### config.mk
export PLATFORM = sky130hd
export DESIGN_NAME = scsl_start
export DESIGN_NICKNAME = d
export VERILOG_FILES = /design/src/rtl/scsl_pkg.sv /design/src/rtl/scsl_cmd_parse.sv /design/src/rtl/scsl_start.sv
export SDC_FILE = /design/constraint.sdc
export NUM_CORES = 2
export LEC_CHECK = 0
export BUFFER_PORTS_ARGS = -buffer_cell sky130_fd_sc_hd__buf_4
export CAP_MARGIN = 20
export CORE_MARGIN = 2
export CORE_UTILIZATION = 45
export DETAILED_ROUTE_END_ITERATION = 8
export GPL_ROUTABILITY_DRIVEN = 0
export GPL_TIMING_DRIVEN = 0
export HOLD_SLACK_MARGIN = 0.03
export PLACE_DENSITY = 0.62
export SETUP_SLACK_MARGIN = 0.3
export SKIP_CTS_REPAIR_TIMING = 1
export SLEW_MARGIN = 20
export SYNTH_ARGS = -nofsm -noshare
export SYNTH_HDL_FRONTEND = slang
export SYNTH_SLANG_ARGS = --single-unit
### constraint.sdc
create_clock -name core_clk -period 31.1 [get_ports core_clk]
set_input_delay 6.22 -clock core_clk [delete_from_list [all_inputs] [get_ports core_clk]]
set_output_delay 6.22 -clock core_clk [all_outputs]
set_load 0.03 [all_outputs]
### src/rtl/scsl_pkg.sv
// constants for the serial connection start logic: register map, mode
// field layout, reset values and the characters the block recognises.
// assumes a byte-wide serial stream and a word-wide register port.
package scsl_pkg;
  localparam int ADDR_W = 8;
  localparam int HL_MAX = 12;
  localparam int HL_IDX_W = 4;
  // register offsets
  localparam logic [7:0] OFS_MODE = 8'h00;
  localparam logic [7:0] OFS_START_CHAR = 8'h04;
  localparam logic [7:0] OFS_REM_IP = 8'h08;
  localparam logic [7:0] OFS_REM_PORT = 8'h0C;
  localparam logic [7:0] OFS_RETRY = 8'h10;
  localparam logic [7:0] OFS_HL_COUNT = 8'h14;
  localparam logic [7:0] OFS_STATUS = 8'h18;
  localparam logic [1:0] HL_IP_PAGE = 2'h1;
  localparam logic [1:0] HL_PORT_PAGE = 2'h2;
  // reset values
  localparam logic [7:0] MODE_RST = 8'hC0;
  localparam logic [7:0] START_CHAR_RST = 8'h0D;
  localparam logic [3:0] RETRY_RST = 4'h3;
  // mode byte layout
  localparam int MODE_RESP_BIT = 4;
  localparam logic [3:0] ST_NONE = 4'h0;
  localparam logic [3:0] ST_ANY = 4'h1;
  localparam logic [3:0] ST_LINE = 4'h2;
  localparam logic [3:0] ST_CHAR = 4'h3;
  localparam logic [3:0] ST_MANUAL = 4'h4;
  localparam logic [3:0] ST_AUTO = 4'h5;
  localparam logic [3:0] ST_MODEM_A = 4'h6;
  localparam logic [3:0] ST_MODEM_B = 4'h7;
  localparam logic [3:0] HOSTLIST_PAT = 4'h2;
  // status register fields
  localparam int STS_CONN_BIT = 0;
  localparam int STS_BUSY_BIT = 1;
  localparam int STS_WALK_BIT = 2;
  localparam int STS_IDX_LSB = 4;
  localparam int STS_TRY_LSB = 8;
  // characters and numeric field limits
  localparam logic [7:0] CH_CMD = 8'h43;
  localparam logic [7:0] CH_CR = 8'h0D;
  localparam logic [7:0] CH_LF = 8'h0A;
  localparam logic [7:0] CH_DOT = 8'h2E;
  localparam logic [7:0] CH_SLASH = 8'h2F;
  localparam logic [7:0] CH_ZERO = 8'h30;
  localparam logic [7:0] CH_NINE = 8'h39;
  localparam logic [7:0] RSP_CONN = 8'h43;
  localparam logic [7:0] RSP_DISC = 8'h44;
  localparam logic [7:0] RSP_UNREACH = 8'h4E;
  localparam logic [16:0] OCTET_MAX = 17'h000FF;
  localparam logic [16:0] PORT_MAX = 17'h0FFFF;
endpackage

### src/rtl/scsl_cmd_parse.sv
// manual connection command parser: C<address>[/<port>] ended by CR or LF.
// assumes one character per in_valid pulse; en low drops any partial command.
`timescale 1ns/10ps
module scsl_cmd_parse (
  input wire logic core_clk,
  input wire logic rst,
  input wire logic en,
  input wire logic in_valid,
  input wire logic [7:0] in_data,
  input wire logic [31:0] base_ip,
  input wire logic [15:0] base_port,
  output logic done_ff,
  output logic monitor_ff,
  output logic [31:0] ip_ff,
  output logic [15:0] port_ff
);
  typedef enum logic [1:0] {PS_IDLE, PS_ADDR, PS_PORT, PS_BAD} scsl_ps_t;
  scsl_ps_t ps_ff, nxt_ps;
  logic [16:0] acc_ff, nxt_acc;
  logic big_ff, nxt_big, dig_ff, nxt_dig, nxt_done, nxt_mon;
  logic [2:0] oct_ff, nxt_oct;
  logic [31:0] ipacc_ff, nxt_ipacc, cl_ip, mask, nxt_ip;
  logic [15:0] nxt_port;
  logic [20:0] mul;
  logic is_dig, is_end, cl_ok;

  // field close checks, accumulator step and address merge
  always_comb begin
    is_dig = (in_data >= scsl_pkg::CH_ZERO) && (in_data <= scsl_pkg::CH_NINE);
    is_end = (in_data == scsl_pkg::CH_CR) || (in_data == scsl_pkg::CH_LF);
    mul = {acc_ff, 3'b000} + {2'b00, acc_ff, 1'b0} + {13'h0000, in_data - scsl_pkg::CH_ZERO};
    cl_ok = dig_ff && !big_ff && (acc_ff <= scsl_pkg::OCTET_MAX) && (oct_ff != 3'h4);
    cl_ip = {ipacc_ff[23:0], acc_ff[7:0]};
    // partial address only replaces the low octets; past the slash the
    // last octet is already counted in oct_ff
    unique case ((ps_ff == PS_PORT) ? oct_ff - 3'h1 : oct_ff)
      3'h0: mask = 32'h000000FF;
      3'h1: mask = 32'h0000FFFF;
      3'h2: mask = 32'h00FFFFFF;
      default: mask = 32'hFFFFFFFF;
    endcase
    nxt_ip = (base_ip & ~mask) | (cl_ip & mask);
    nxt_ps = ps_ff;
    nxt_acc = acc_ff;
    nxt_big = big_ff;
    nxt_dig = dig_ff;
    nxt_oct = oct_ff;
    nxt_ipacc = ipacc_ff;
    nxt_done = 1'b0;
    nxt_mon = 1'b0;
    nxt_port = port_ff;
    if (!en) begin
      nxt_ps = PS_IDLE;
    end else if (in_valid) begin
      unique case (ps_ff)
        PS_IDLE: begin
          if (in_data == scsl_pkg::CH_CMD) begin
            nxt_ps = PS_ADDR;
            nxt_acc = '0;
            nxt_big = 1'b0;
            nxt_dig = 1'b0;
            nxt_oct = '0;
            nxt_ipacc = '0;
          end
        end
        PS_ADDR, PS_PORT: begin
          if (is_dig) begin
            nxt_acc = mul[16:0];
            nxt_big = big_ff || (mul > {4'h0, scsl_pkg::PORT_MAX});
            nxt_dig = 1'b1;
          end else if (ps_ff == PS_ADDR && in_data == scsl_pkg::CH_DOT) begin
            nxt_ps = (cl_ok && oct_ff != 3'h3) ? PS_ADDR : PS_BAD;
            nxt_ipacc = cl_ip;
            nxt_oct = oct_ff + 3'h1;
            nxt_acc = '0;
            nxt_dig = 1'b0;
          end else if (ps_ff == PS_ADDR && in_data == scsl_pkg::CH_SLASH) begin
            nxt_ps = cl_ok ? PS_PORT : PS_BAD;
            nxt_ipacc = cl_ip;
            nxt_oct = oct_ff + 3'h1;
            nxt_acc = '0;
            nxt_dig = 1'b0;
          end else if (is_end && ps_ff == PS_ADDR) begin
            nxt_ps = PS_IDLE;
            nxt_done = cl_ok;
            nxt_ipacc = cl_ip;
            nxt_oct = oct_ff + 3'h1;
            nxt_port = base_port;
          end else if (is_end) begin
            // port 0 is only legal as the monitor request
            nxt_ps = PS_IDLE;
            nxt_mon = dig_ff && !big_ff && acc_ff == '0 && oct_ff == 3'h4
                      && ipacc_ff == '0;
            nxt_done = dig_ff && !big_ff && (acc_ff != '0 || nxt_mon);
            nxt_port = acc_ff[15:0];
          end else begin
            nxt_ps = PS_BAD;
          end
        end
        PS_BAD: begin
          if (is_end) begin
            nxt_ps = PS_IDLE;
          end
        end
      endcase
    end
  end

  // parser state registers; ip_ff holds the merged address
  always_ff @(posedge core_clk or posedge rst) begin
    if (rst) begin
      ps_ff <= PS_IDLE;
      acc_ff <= '0;
      big_ff <= 1'b0;
      dig_ff <= 1'b0;
      oct_ff <= '0;
      ipacc_ff <= '0;
      done_ff <= 1'b0;
      monitor_ff <= 1'b0;
      ip_ff <= '0;
      port_ff <= '0;
    end else begin
      ps_ff <= nxt_ps;
      acc_ff <= nxt_acc;
      big_ff <= nxt_big;
      dig_ff <= nxt_dig;
      oct_ff <= nxt_oct;
      ipacc_ff <= nxt_ipacc;
      done_ff <= nxt_done;
      monitor_ff <= nxt_mon;
      port_ff <= nxt_port;
      if (ps_ff == PS_ADDR && in_valid && is_end) begin
        ip_ff <= nxt_ip;
      end else if (ps_ff == PS_PORT && in_valid && is_end) begin
        ip_ff <= (base_ip & ~mask) | (ipacc_ff & mask);
      end
    end
  end
endmodule // scsl_cmd_parse

### src/rtl/scsl_start.sv
// serial connection start logic: decides when to ask the network engine
// for an outgoing connection and reports state changes as characters.
// assumes the engine answers every request with exactly one of
// conn_up/conn_fail, and conn_down only after conn_up; tx never stalls.
`timescale 1ns/10ps
module scsl_start #(
  parameter int HL_DEPTH = scsl_pkg::HL_MAX
) (
  input wire logic core_clk,
  input wire logic rst,
  input wire logic [scsl_pkg::ADDR_W-1:0] reg_addr,
  input wire logic [31:0] reg_wdata,
  input wire logic reg_wr,
  input wire logic reg_rd,
  output logic [31:0] reg_rdata_ff,
  input wire logic rx_valid,
  input wire logic [7:0] rx_data,
  input wire logic hs_line,
  input wire logic boot_done,
  input wire logic conn_up,
  input wire logic conn_fail,
  input wire logic conn_down,
  output logic conn_req_ff,
  output logic [31:0] conn_ip_ff,
  output logic [15:0] conn_port_ff,
  output logic monitor_req_ff,
  output logic refuse_incoming_ff,
  output logic tx_valid_ff,
  output logic [7:0] tx_data_ff
);
  typedef enum logic [1:0] {LK_IDLE, LK_WAIT, LK_UP} scsl_lk_t;
  // software settings
  logic [7:0] link_start_setting_ff, nxt_setting;
  logic [7:0] start_char_ff, nxt_start_char;
  logic [31:0] rem_ip_ff, nxt_rem_ip;
  logic [15:0] rem_port_ff, nxt_rem_port;
  logic [3:0] retry_ff, nxt_retry;
  logic [3:0] hl_cnt_ff, nxt_hl_cnt;
  logic [31:0] hl_ip_mem [HL_DEPTH];
  logic [15:0] hl_port_mem [HL_DEPTH];
  logic [31:0] nxt_rdata;
  logic [3:0] ridx;
  // link control state
  scsl_lk_t lk_ff, nxt_lk;
  logic [3:0] idx_ff, nxt_idx, try_ff, nxt_try, try_lim, idx_inc;
  logic hs_prev_ff, walk_ff, nxt_walk;
  logic nxt_req, nxt_mon, nxt_tx, nxt_refuse;
  logic [31:0] nxt_ip;
  logic [15:0] nxt_port;
  logic [7:0] nxt_tx_data;
  logic [3:0] method;
  logic modem_on, hl_on, resp_on, trig, par_en, par_done, par_mon;
  logic [31:0] par_ip;
  logic [15:0] par_port;

  // decode the mode byte
  always_comb begin
    method = link_start_setting_ff[3:0];
    modem_on = (method == scsl_pkg::ST_MODEM_A) || (method == scsl_pkg::ST_MODEM_B);
    hl_on = (link_start_setting_ff[7:4] == scsl_pkg::HOSTLIST_PAT) && !modem_on
            && (method != scsl_pkg::ST_MANUAL);
    resp_on = link_start_setting_ff[scsl_pkg::MODE_RESP_BIT] && !modem_on
              && !hl_on;
    try_lim = (retry_ff == 4'h0) ? 4'h1 : retry_ff;
    idx_inc = (idx_ff + 4'h1 >= hl_cnt_ff) ? 4'h0 : idx_ff + 4'h1;
    par_en = (method == scsl_pkg::ST_MANUAL) && (lk_ff == LK_IDLE);
  end

  // manual command strings are parsed only while idle in manual mode
  scsl_cmd_parse u_parse (
    .core_clk(core_clk),
    .rst(rst),
    .en(par_en),
    .in_valid(rx_valid),
    .in_data(rx_data),
    .base_ip(rem_ip_ff),
    .base_port(rem_port_ff),
    .done_ff(par_done),
    .monitor_ff(par_mon),
    .ip_ff(par_ip),
    .port_ff(par_port)
  );

  // start triggers for each method
  always_comb begin
    unique case (method)
      scsl_pkg::ST_ANY: trig = rx_valid;
      scsl_pkg::ST_LINE: trig = hs_line && !hs_prev_ff;
      scsl_pkg::ST_CHAR: trig = rx_valid && rx_data == start_char_ff;
      scsl_pkg::ST_MANUAL: trig = par_done && !par_mon;
      scsl_pkg::ST_AUTO: trig = boot_done;
      default: trig = 1'b0;
    endcase
  end

  // register writes; the host list itself is plain storage
  always_comb begin
    nxt_setting = link_start_setting_ff;
    nxt_start_char = start_char_ff;
    nxt_rem_ip = rem_ip_ff;
    nxt_rem_port = rem_port_ff;
    nxt_retry = retry_ff;
    nxt_hl_cnt = hl_cnt_ff;
    if (reg_wr) begin
      unique case (reg_addr)
        scsl_pkg::OFS_MODE: nxt_setting = reg_wdata[7:0];
        scsl_pkg::OFS_START_CHAR: nxt_start_char = reg_wdata[7:0];
        scsl_pkg::OFS_REM_IP: nxt_rem_ip = reg_wdata;
        scsl_pkg::OFS_REM_PORT: nxt_rem_port = reg_wdata[15:0];
        scsl_pkg::OFS_RETRY: nxt_retry = reg_wdata[3:0];
        // count is clamped to what the list can hold
        scsl_pkg::OFS_HL_COUNT: begin
          nxt_hl_cnt = (reg_wdata[3:0] > 4'(HL_DEPTH)) ? 4'(HL_DEPTH) : reg_wdata[3:0];
        end
        default: ;
      endcase
    end
  end

  always_ff @(posedge core_clk or posedge rst) begin
    if (rst) begin
      link_start_setting_ff <= scsl_pkg::MODE_RST;
      start_char_ff <= scsl_pkg::START_CHAR_RST;
      rem_ip_ff <= '0;
      rem_port_ff <= '0;
      retry_ff <= scsl_pkg::RETRY_RST;
      hl_cnt_ff <= '0;
    end else begin
      link_start_setting_ff <= nxt_setting;
      start_char_ff <= nxt_start_char;
      rem_ip_ff <= nxt_rem_ip;
      rem_port_ff <= nxt_rem_port;
      retry_ff <= nxt_retry;
      hl_cnt_ff <= nxt_hl_cnt;
    end
  end

  // host list entries, address page then port page
  always_ff @(posedge core_clk or posedge rst) begin
    if (rst) begin
      for (int i = 0; i < HL_DEPTH; i++) begin
        hl_ip_mem[i] <= '0;
        hl_port_mem[i] <= '0;
      end
    end else if (reg_wr && int'(reg_addr[5:2]) < HL_DEPTH) begin
      if (reg_addr[7:6] == scsl_pkg::HL_IP_PAGE) begin
        hl_ip_mem[reg_addr[5:2]] <= reg_wdata;
      end else if (reg_addr[7:6] == scsl_pkg::HL_PORT_PAGE) begin
        hl_port_mem[reg_addr[5:2]] <= reg_wdata[15:0];
      end
    end
  end

  // read mux; unmapped addresses read zero
  always_comb begin
    ridx = reg_addr[5:2];
    nxt_rdata = '0;
    if (reg_rd) begin
      if (reg_addr[7:6] == scsl_pkg::HL_IP_PAGE && int'(ridx) < HL_DEPTH) begin
        nxt_rdata = hl_ip_mem[ridx];
      end else if (reg_addr[7:6] == scsl_pkg::HL_PORT_PAGE && int'(ridx) < HL_DEPTH) begin
        nxt_rdata = {16'h0000, hl_port_mem[ridx]};
      end else begin
        unique case (reg_addr)
          scsl_pkg::OFS_MODE: nxt_rdata = {24'h000000, link_start_setting_ff};
          scsl_pkg::OFS_START_CHAR: nxt_rdata = {24'h000000, start_char_ff};
          scsl_pkg::OFS_REM_IP: nxt_rdata = rem_ip_ff;
          scsl_pkg::OFS_REM_PORT: nxt_rdata = {16'h0000, rem_port_ff};
          scsl_pkg::OFS_RETRY: nxt_rdata = {28'h0000000, retry_ff};
          scsl_pkg::OFS_HL_COUNT: nxt_rdata = {28'h0000000, hl_cnt_ff};
          scsl_pkg::OFS_STATUS: begin
            nxt_rdata[scsl_pkg::STS_CONN_BIT] = (lk_ff == LK_UP);
            nxt_rdata[scsl_pkg::STS_BUSY_BIT] = (lk_ff != LK_IDLE);
            nxt_rdata[scsl_pkg::STS_WALK_BIT] = walk_ff;
            nxt_rdata[scsl_pkg::STS_IDX_LSB +: 4] = idx_ff;
            nxt_rdata[scsl_pkg::STS_TRY_LSB +: 4] = try_ff;
          end
          default: ;
        endcase
      end
    end
  end

  // connection sequencing, host-list walk and state-change characters
  always_comb begin
    nxt_lk = lk_ff;
    nxt_idx = idx_ff;
    nxt_try = try_ff;
    nxt_walk = walk_ff;
    nxt_req = 1'b0;
    nxt_mon = 1'b0;
    nxt_ip = conn_ip_ff;
    nxt_port = conn_port_ff;
    nxt_tx = 1'b0;
    nxt_tx_data = tx_data_ff;
    nxt_refuse = hl_on;
    unique case (lk_ff)
      LK_IDLE: begin
        if (par_done && par_mon && method == scsl_pkg::ST_MANUAL) begin
          nxt_mon = 1'b1;
        end else if (trig && hl_on) begin
          // an empty list never starts a walk
          if (hl_cnt_ff != 4'h0) begin
            nxt_lk = LK_WAIT;
            nxt_walk = 1'b1;
            nxt_idx = 4'h0;
            nxt_try = 4'h1;
            nxt_req = 1'b1;
            nxt_ip = hl_ip_mem[0];
            nxt_port = hl_port_mem[0];
          end
        end else if (trig) begin
          nxt_lk = LK_WAIT;
          nxt_walk = 1'b0;
          nxt_req = 1'b1;
          nxt_ip = (method == scsl_pkg::ST_MANUAL) ? par_ip : rem_ip_ff;
          nxt_port = (method == scsl_pkg::ST_MANUAL) ? par_port : rem_port_ff;
        end
      end
      LK_WAIT: begin
        if (conn_up) begin
          nxt_lk = LK_UP;
          nxt_tx = resp_on;
          nxt_tx_data = scsl_pkg::RSP_CONN;
        end else if (conn_fail && walk_ff) begin
          // retry the same entry until its count runs out, then move on
          nxt_req = 1'b1;
          if (try_ff >= try_lim) begin
            nxt_idx = idx_inc;
            nxt_try = 4'h1;
            nxt_ip = hl_ip_mem[idx_inc];
            nxt_port = hl_port_mem[idx_inc];
          end else begin
            nxt_try = try_ff + 4'h1;
          end
        end else if (conn_fail) begin
          nxt_lk = LK_IDLE;
          nxt_tx = resp_on;
          nxt_tx_data = scsl_pkg::RSP_UNREACH;
        end
      end
      LK_UP: begin
        if (conn_down) begin
          nxt_lk = LK_IDLE;
          nxt_walk = 1'b0;
          nxt_tx = resp_on;
          nxt_tx_data = scsl_pkg::RSP_DISC;
        end
      end
      default: nxt_lk = LK_IDLE;
    endcase
  end

  always_ff @(posedge core_clk or posedge rst) begin
    if (rst) begin
      lk_ff <= LK_IDLE;
      idx_ff <= '0;
      try_ff <= '0;
      walk_ff <= 1'b0;
      hs_prev_ff <= 1'b0;
      conn_req_ff <= 1'b0;
      conn_ip_ff <= '0;
      conn_port_ff <= '0;
      monitor_req_ff <= 1'b0;
      refuse_incoming_ff <= 1'b0;
      tx_valid_ff <= 1'b0;
      tx_data_ff <= '0;
      reg_rdata_ff <= '0;
    end else begin
      lk_ff <= nxt_lk;
      idx_ff <= nxt_idx;
      try_ff <= nxt_try;
      walk_ff <= nxt_walk;
      hs_prev_ff <= hs_line;
      conn_req_ff <= nxt_req;
      conn_ip_ff <= nxt_ip;
      conn_port_ff <= nxt_port;
      monitor_req_ff <= nxt_mon;
      refuse_incoming_ff <= nxt_refuse;
      tx_valid_ff <= nxt_tx;
      tx_data_ff <= nxt_tx_data;
      reg_rdata_ff <= nxt_rdata;
    end
  end
endmodule // scsl_start

==> results.ini <==
[run_status]
status = completed

[worst_hold_path]
hp-start = conn_ip_ff[2]
hold_path.class = reg -> reg
min_path_cells = 2

[worst_setup_path]
reg2reg_from = idx_ff[1]
setup.worst_path.start = reg_addr[2]
crit_end = reg_rdata_ff[10]
worstPathMaxFanout = 10
rrSetupSlack_ps = 24870
r2r-end = conn_ip_ff[8]
cp.required_ps = 31650
startpoint_type = input port
r2r_cells = 14
critPathCaptureType = flop
path_class = in -> reg
arrival_ps = 10400

[detailed_routing]
routed_wl_mm = 176
drt_iter0_markers = 4856
first_pass_iters = 7
wl_per_cell_um = 31.3
ant_nets = 0
via_count = 36484
drc_errors = 0
viasPerCell = 6.49

[timing]
rsz0062_at_grt = false
timing.hold.ws_ps = 483
fmax_ghz = 0.101
worst_pin_slew_ps = 1240
final_hold_viol_count = 0
period_needed_ps = 9860
slew_viol_final = 0
setup_violations = 0
maxSlewHeadroom = 0.173
finalClockSkew_ps = 32.5
timing.final.crit_share = 0.317

[placed_design]
hpwl_mm = 129
port_buffers = 138
dpl.cell_count = 5444

[cts]
insertion_delay_ps = 710
clockBufferDepth = 3
cts.sinks = 855
cts-root-buf = clkbuf_16
cts_tree = yes
cts_max_level = 3
cts_buffers = 94
path_clk_slew_ps = 60

[layout]
areaGrowthSynthToFinish_pct = 13.9
finalNetCount = 4291
fin_cells = 5625
nFillCells = 9035
drive_above_1_share = 0.227

[power_and_ir_drop]
powerDensity_nw_per_um2 = 57.7
p_switching_uw = 906
pwr-share-seq = 0.433
intPower_mw = 2.14
ir_drop_mv = 0.0426
comb_power_share = 0.171
cellLeakagePower_nw = 23.8
power_frac_clock = 0.396
swShare = 0.297

[floorplanning]
start_util = 0.454
io_pins = 150
dieArea_um2 = 106000
rows = 117
fp.dieH_um = 325
core_um2 = 102000
die_w_um = 325

[global_route]
grt_start_max_net_pins = 103
gr-total-overflow = 0
grt_usage = 0.331
antenna_found_initial = 13
grt_pass1_vias = 35845
grt_pass1_wl_mm = 256

[synth]
ys_async_sr_fraction = 1.00
syn_avg_cell_area_um2 = 11.8
synth_warnings = 0
synth-seq-area-share = 0.462
synth_top_family_by_area = multiplexers
synth_edf_count = 0
synth-seq-cells = 855
synth.top_cell.area_share = 0.458
synthFlopType = dfrtp_1
syn_area_um2 = 46400
synth_simple_gate_area_share = 0.0800
synth_adder_area_share = 0.0174
synth.area.mux_share = 0.304
synth_xor_area_frac = 0.00432
synth.largest_area_cell = dfrtp_1
synthCells = 3923
synth_cell_type_count = 84
synth_compound_area_frac = 0.0975
synth_area_leaders = dfrtp_1 (46%), mux4_2 (9.7%), mux2_1 (9.7%), mux2_2 (8.3%), nand2_1 (3.0%)

[run]
maxCapViolations = 0

[layer usage]
metal  share of wire  GRT usage  vias up  routed length [µm]
li1                -          -    15097                   -
met1            0.39      0.442    18667               69200
met2            0.43      0.486     2243               76100
met3            0.12      0.109      471               21500
met4           0.053      0.157        6                9410
met5         0.00058    0.00543        -                 103
[flip-flops by register name (all words and copies together) (netlist names), 3 cells and up]
name,cells
try_ff,4
hl_ip_mem,384
u_parse.acc_ff,17
rem_port_ff,16
hl_port_mem,192
link_start_setting_ff,8
rem_ip_ff,32
reg_rdata_ff,32
retry_ff,4
start_char_ff,8
conn_port_ff,16
idx_ff,4
u_parse.ip_ff,32
conn_ip_ff,32
u_parse.ipacc_ff,32
u_parse.port_ff,16
hl_cnt_ff,4
u_parse.oct_ff,3
tx_data_ff,5
[layout make-up]
| cell class | instances | area, µm² | area share |
|---|---|---|---|
| Clock inverter | 45 | 611 | 0.0116 |
| Sequential cell | 855 | 21400 | 0.405 |
| Timing Repair Buffer | 151 | 1360 | 0.0258 |
| Inverter | 53 | 206 | 0.00391 |
| Antenna cell | 9 | 22.5 | 0.000426 |
| Clock buffer | 127 | 2690 | 0.0509 |
| Multi-Input combinational cell | 2667 | 23400 | 0.443 |
| Buffer | 350 | 1420 | 0.0270 |
| Tap cell | 1368 | 1710 | 0.0324 |
[power by group through the flow]
| stage | Clock, mW | Sequential (mW) | Combinational [mW] |
|---|---|---|---|
| 3_5_place_dp | 0 | 1.33 | 0.508 |
| 3_3_place_gp | 0 | 1.33 | 0.495 |
| 4_1_cts | 1.21 | 1.31 | 0.510 |
| 5_1_grt | 1.26 | 1.33 | 0.549 |
| 2_1_floorplan | 0 | 1.34 | 0.291 |
| 6_report | 1.21 | 1.32 | 0.521 |
[worst max-delay path, cell delays in order]
cell	delay [ps]
buf_4	130
buf_2	400
buf_2	600
clkbuf_1	920
buf_2	600
mux4_2	400
a21oi_1	550
o22ai_1	280
o21a_1	290
[cell usage after synthesis, drive strengths merged (5+ instances only)]
library cell	count
dfrtp	848
mux2	740
nand2	365
o21ai	247
clkbuf	234
mux4	200
a21oi	141
nor2	133
mux2i	128
buf	116
nor3	107
o22ai	57
ha	55
inv	51
o221ai	42
nor4	41
a211oi	37
and3	30
nand3	29
a22oi	28
a311oi	28
nor2b	26
o31ai	24
o21a	19
nand2b	17
xnor2	16
and2	11
a21o	10
a311o	10
o311a	10
a21boi	7
dfstp	7
nand4	7
o221a	7
a22o	6
fa	6
nand3b	6
o211ai	6
or2	6
xor2	6
or3	5
or4	5
[placed cells by master, fill, tap and decap left out, types with 55 or more instances in the layout]
cell / n
a21oi_1: 140
buf_2: 68
buf_4: 143
clkbuf_1: 241
clkbuf_16: 95
dfrtp_1: 848
ha_1: 55
mux2_1: 398
mux2_2: 342
mux2i_1: 128
mux4_2: 200
nand2_1: 365
nor2_1: 133
nor3_1: 104
o21ai_0: 105
o21ai_1: 140
o22ai_1: 57
[how the worst min path moves through the flow]
stage and end:
6_report conn_ip_ff[2], 5_1_grt u_parse.ip_ff[13], 2_1_floorplan u_parse.dig_ff, 3_3_place_gp u_parse.dig_ff, 4_1_cts u_parse.dig_ff, 3_5_place_dp u_parse.dig_ff
[logic make-up (layout without fill, tap and decap cells)]
| family | count (synthesis) | count (layout) |
|---|---|---|
| AO/OA/AOI/OAI | 710 | 710 |
| XOR/XNOR | 22 | 22 |
| adder cells (fa/ha/maj) | 61 | 61 |
| buffers and inverters | 403 | 726 |
| flip-flops | 855 | 855 |
| multiplexers | 1068 | 1068 |
| other | 1 | 12 |
| AND/OR/NAND/NOR | 803 | 803 |
[stage by stage]
step / TNS, ps / setup WS [ps] / util / cell area [µm²] / power (mW)
3_5_place_dp: 0 / 20850 / 0.485 / 49500 / 1.84
3_3_place_gp: -7951100 / -9490 / 0.481 / 49100 / 1.83
2_1_floorplan: 0 / 867 / - / 46400 / 1.63
6_report: 0 / 21240 / 0.518 / 52800 / 3.05
5_1_grt: 0 / 21280 / 0.517 / 52800 / 3.14
4_1_cts: 0 / 21560 / 0.517 / 52800 / 3.04
Note: power is estimated with default switching activity, not from simulation.
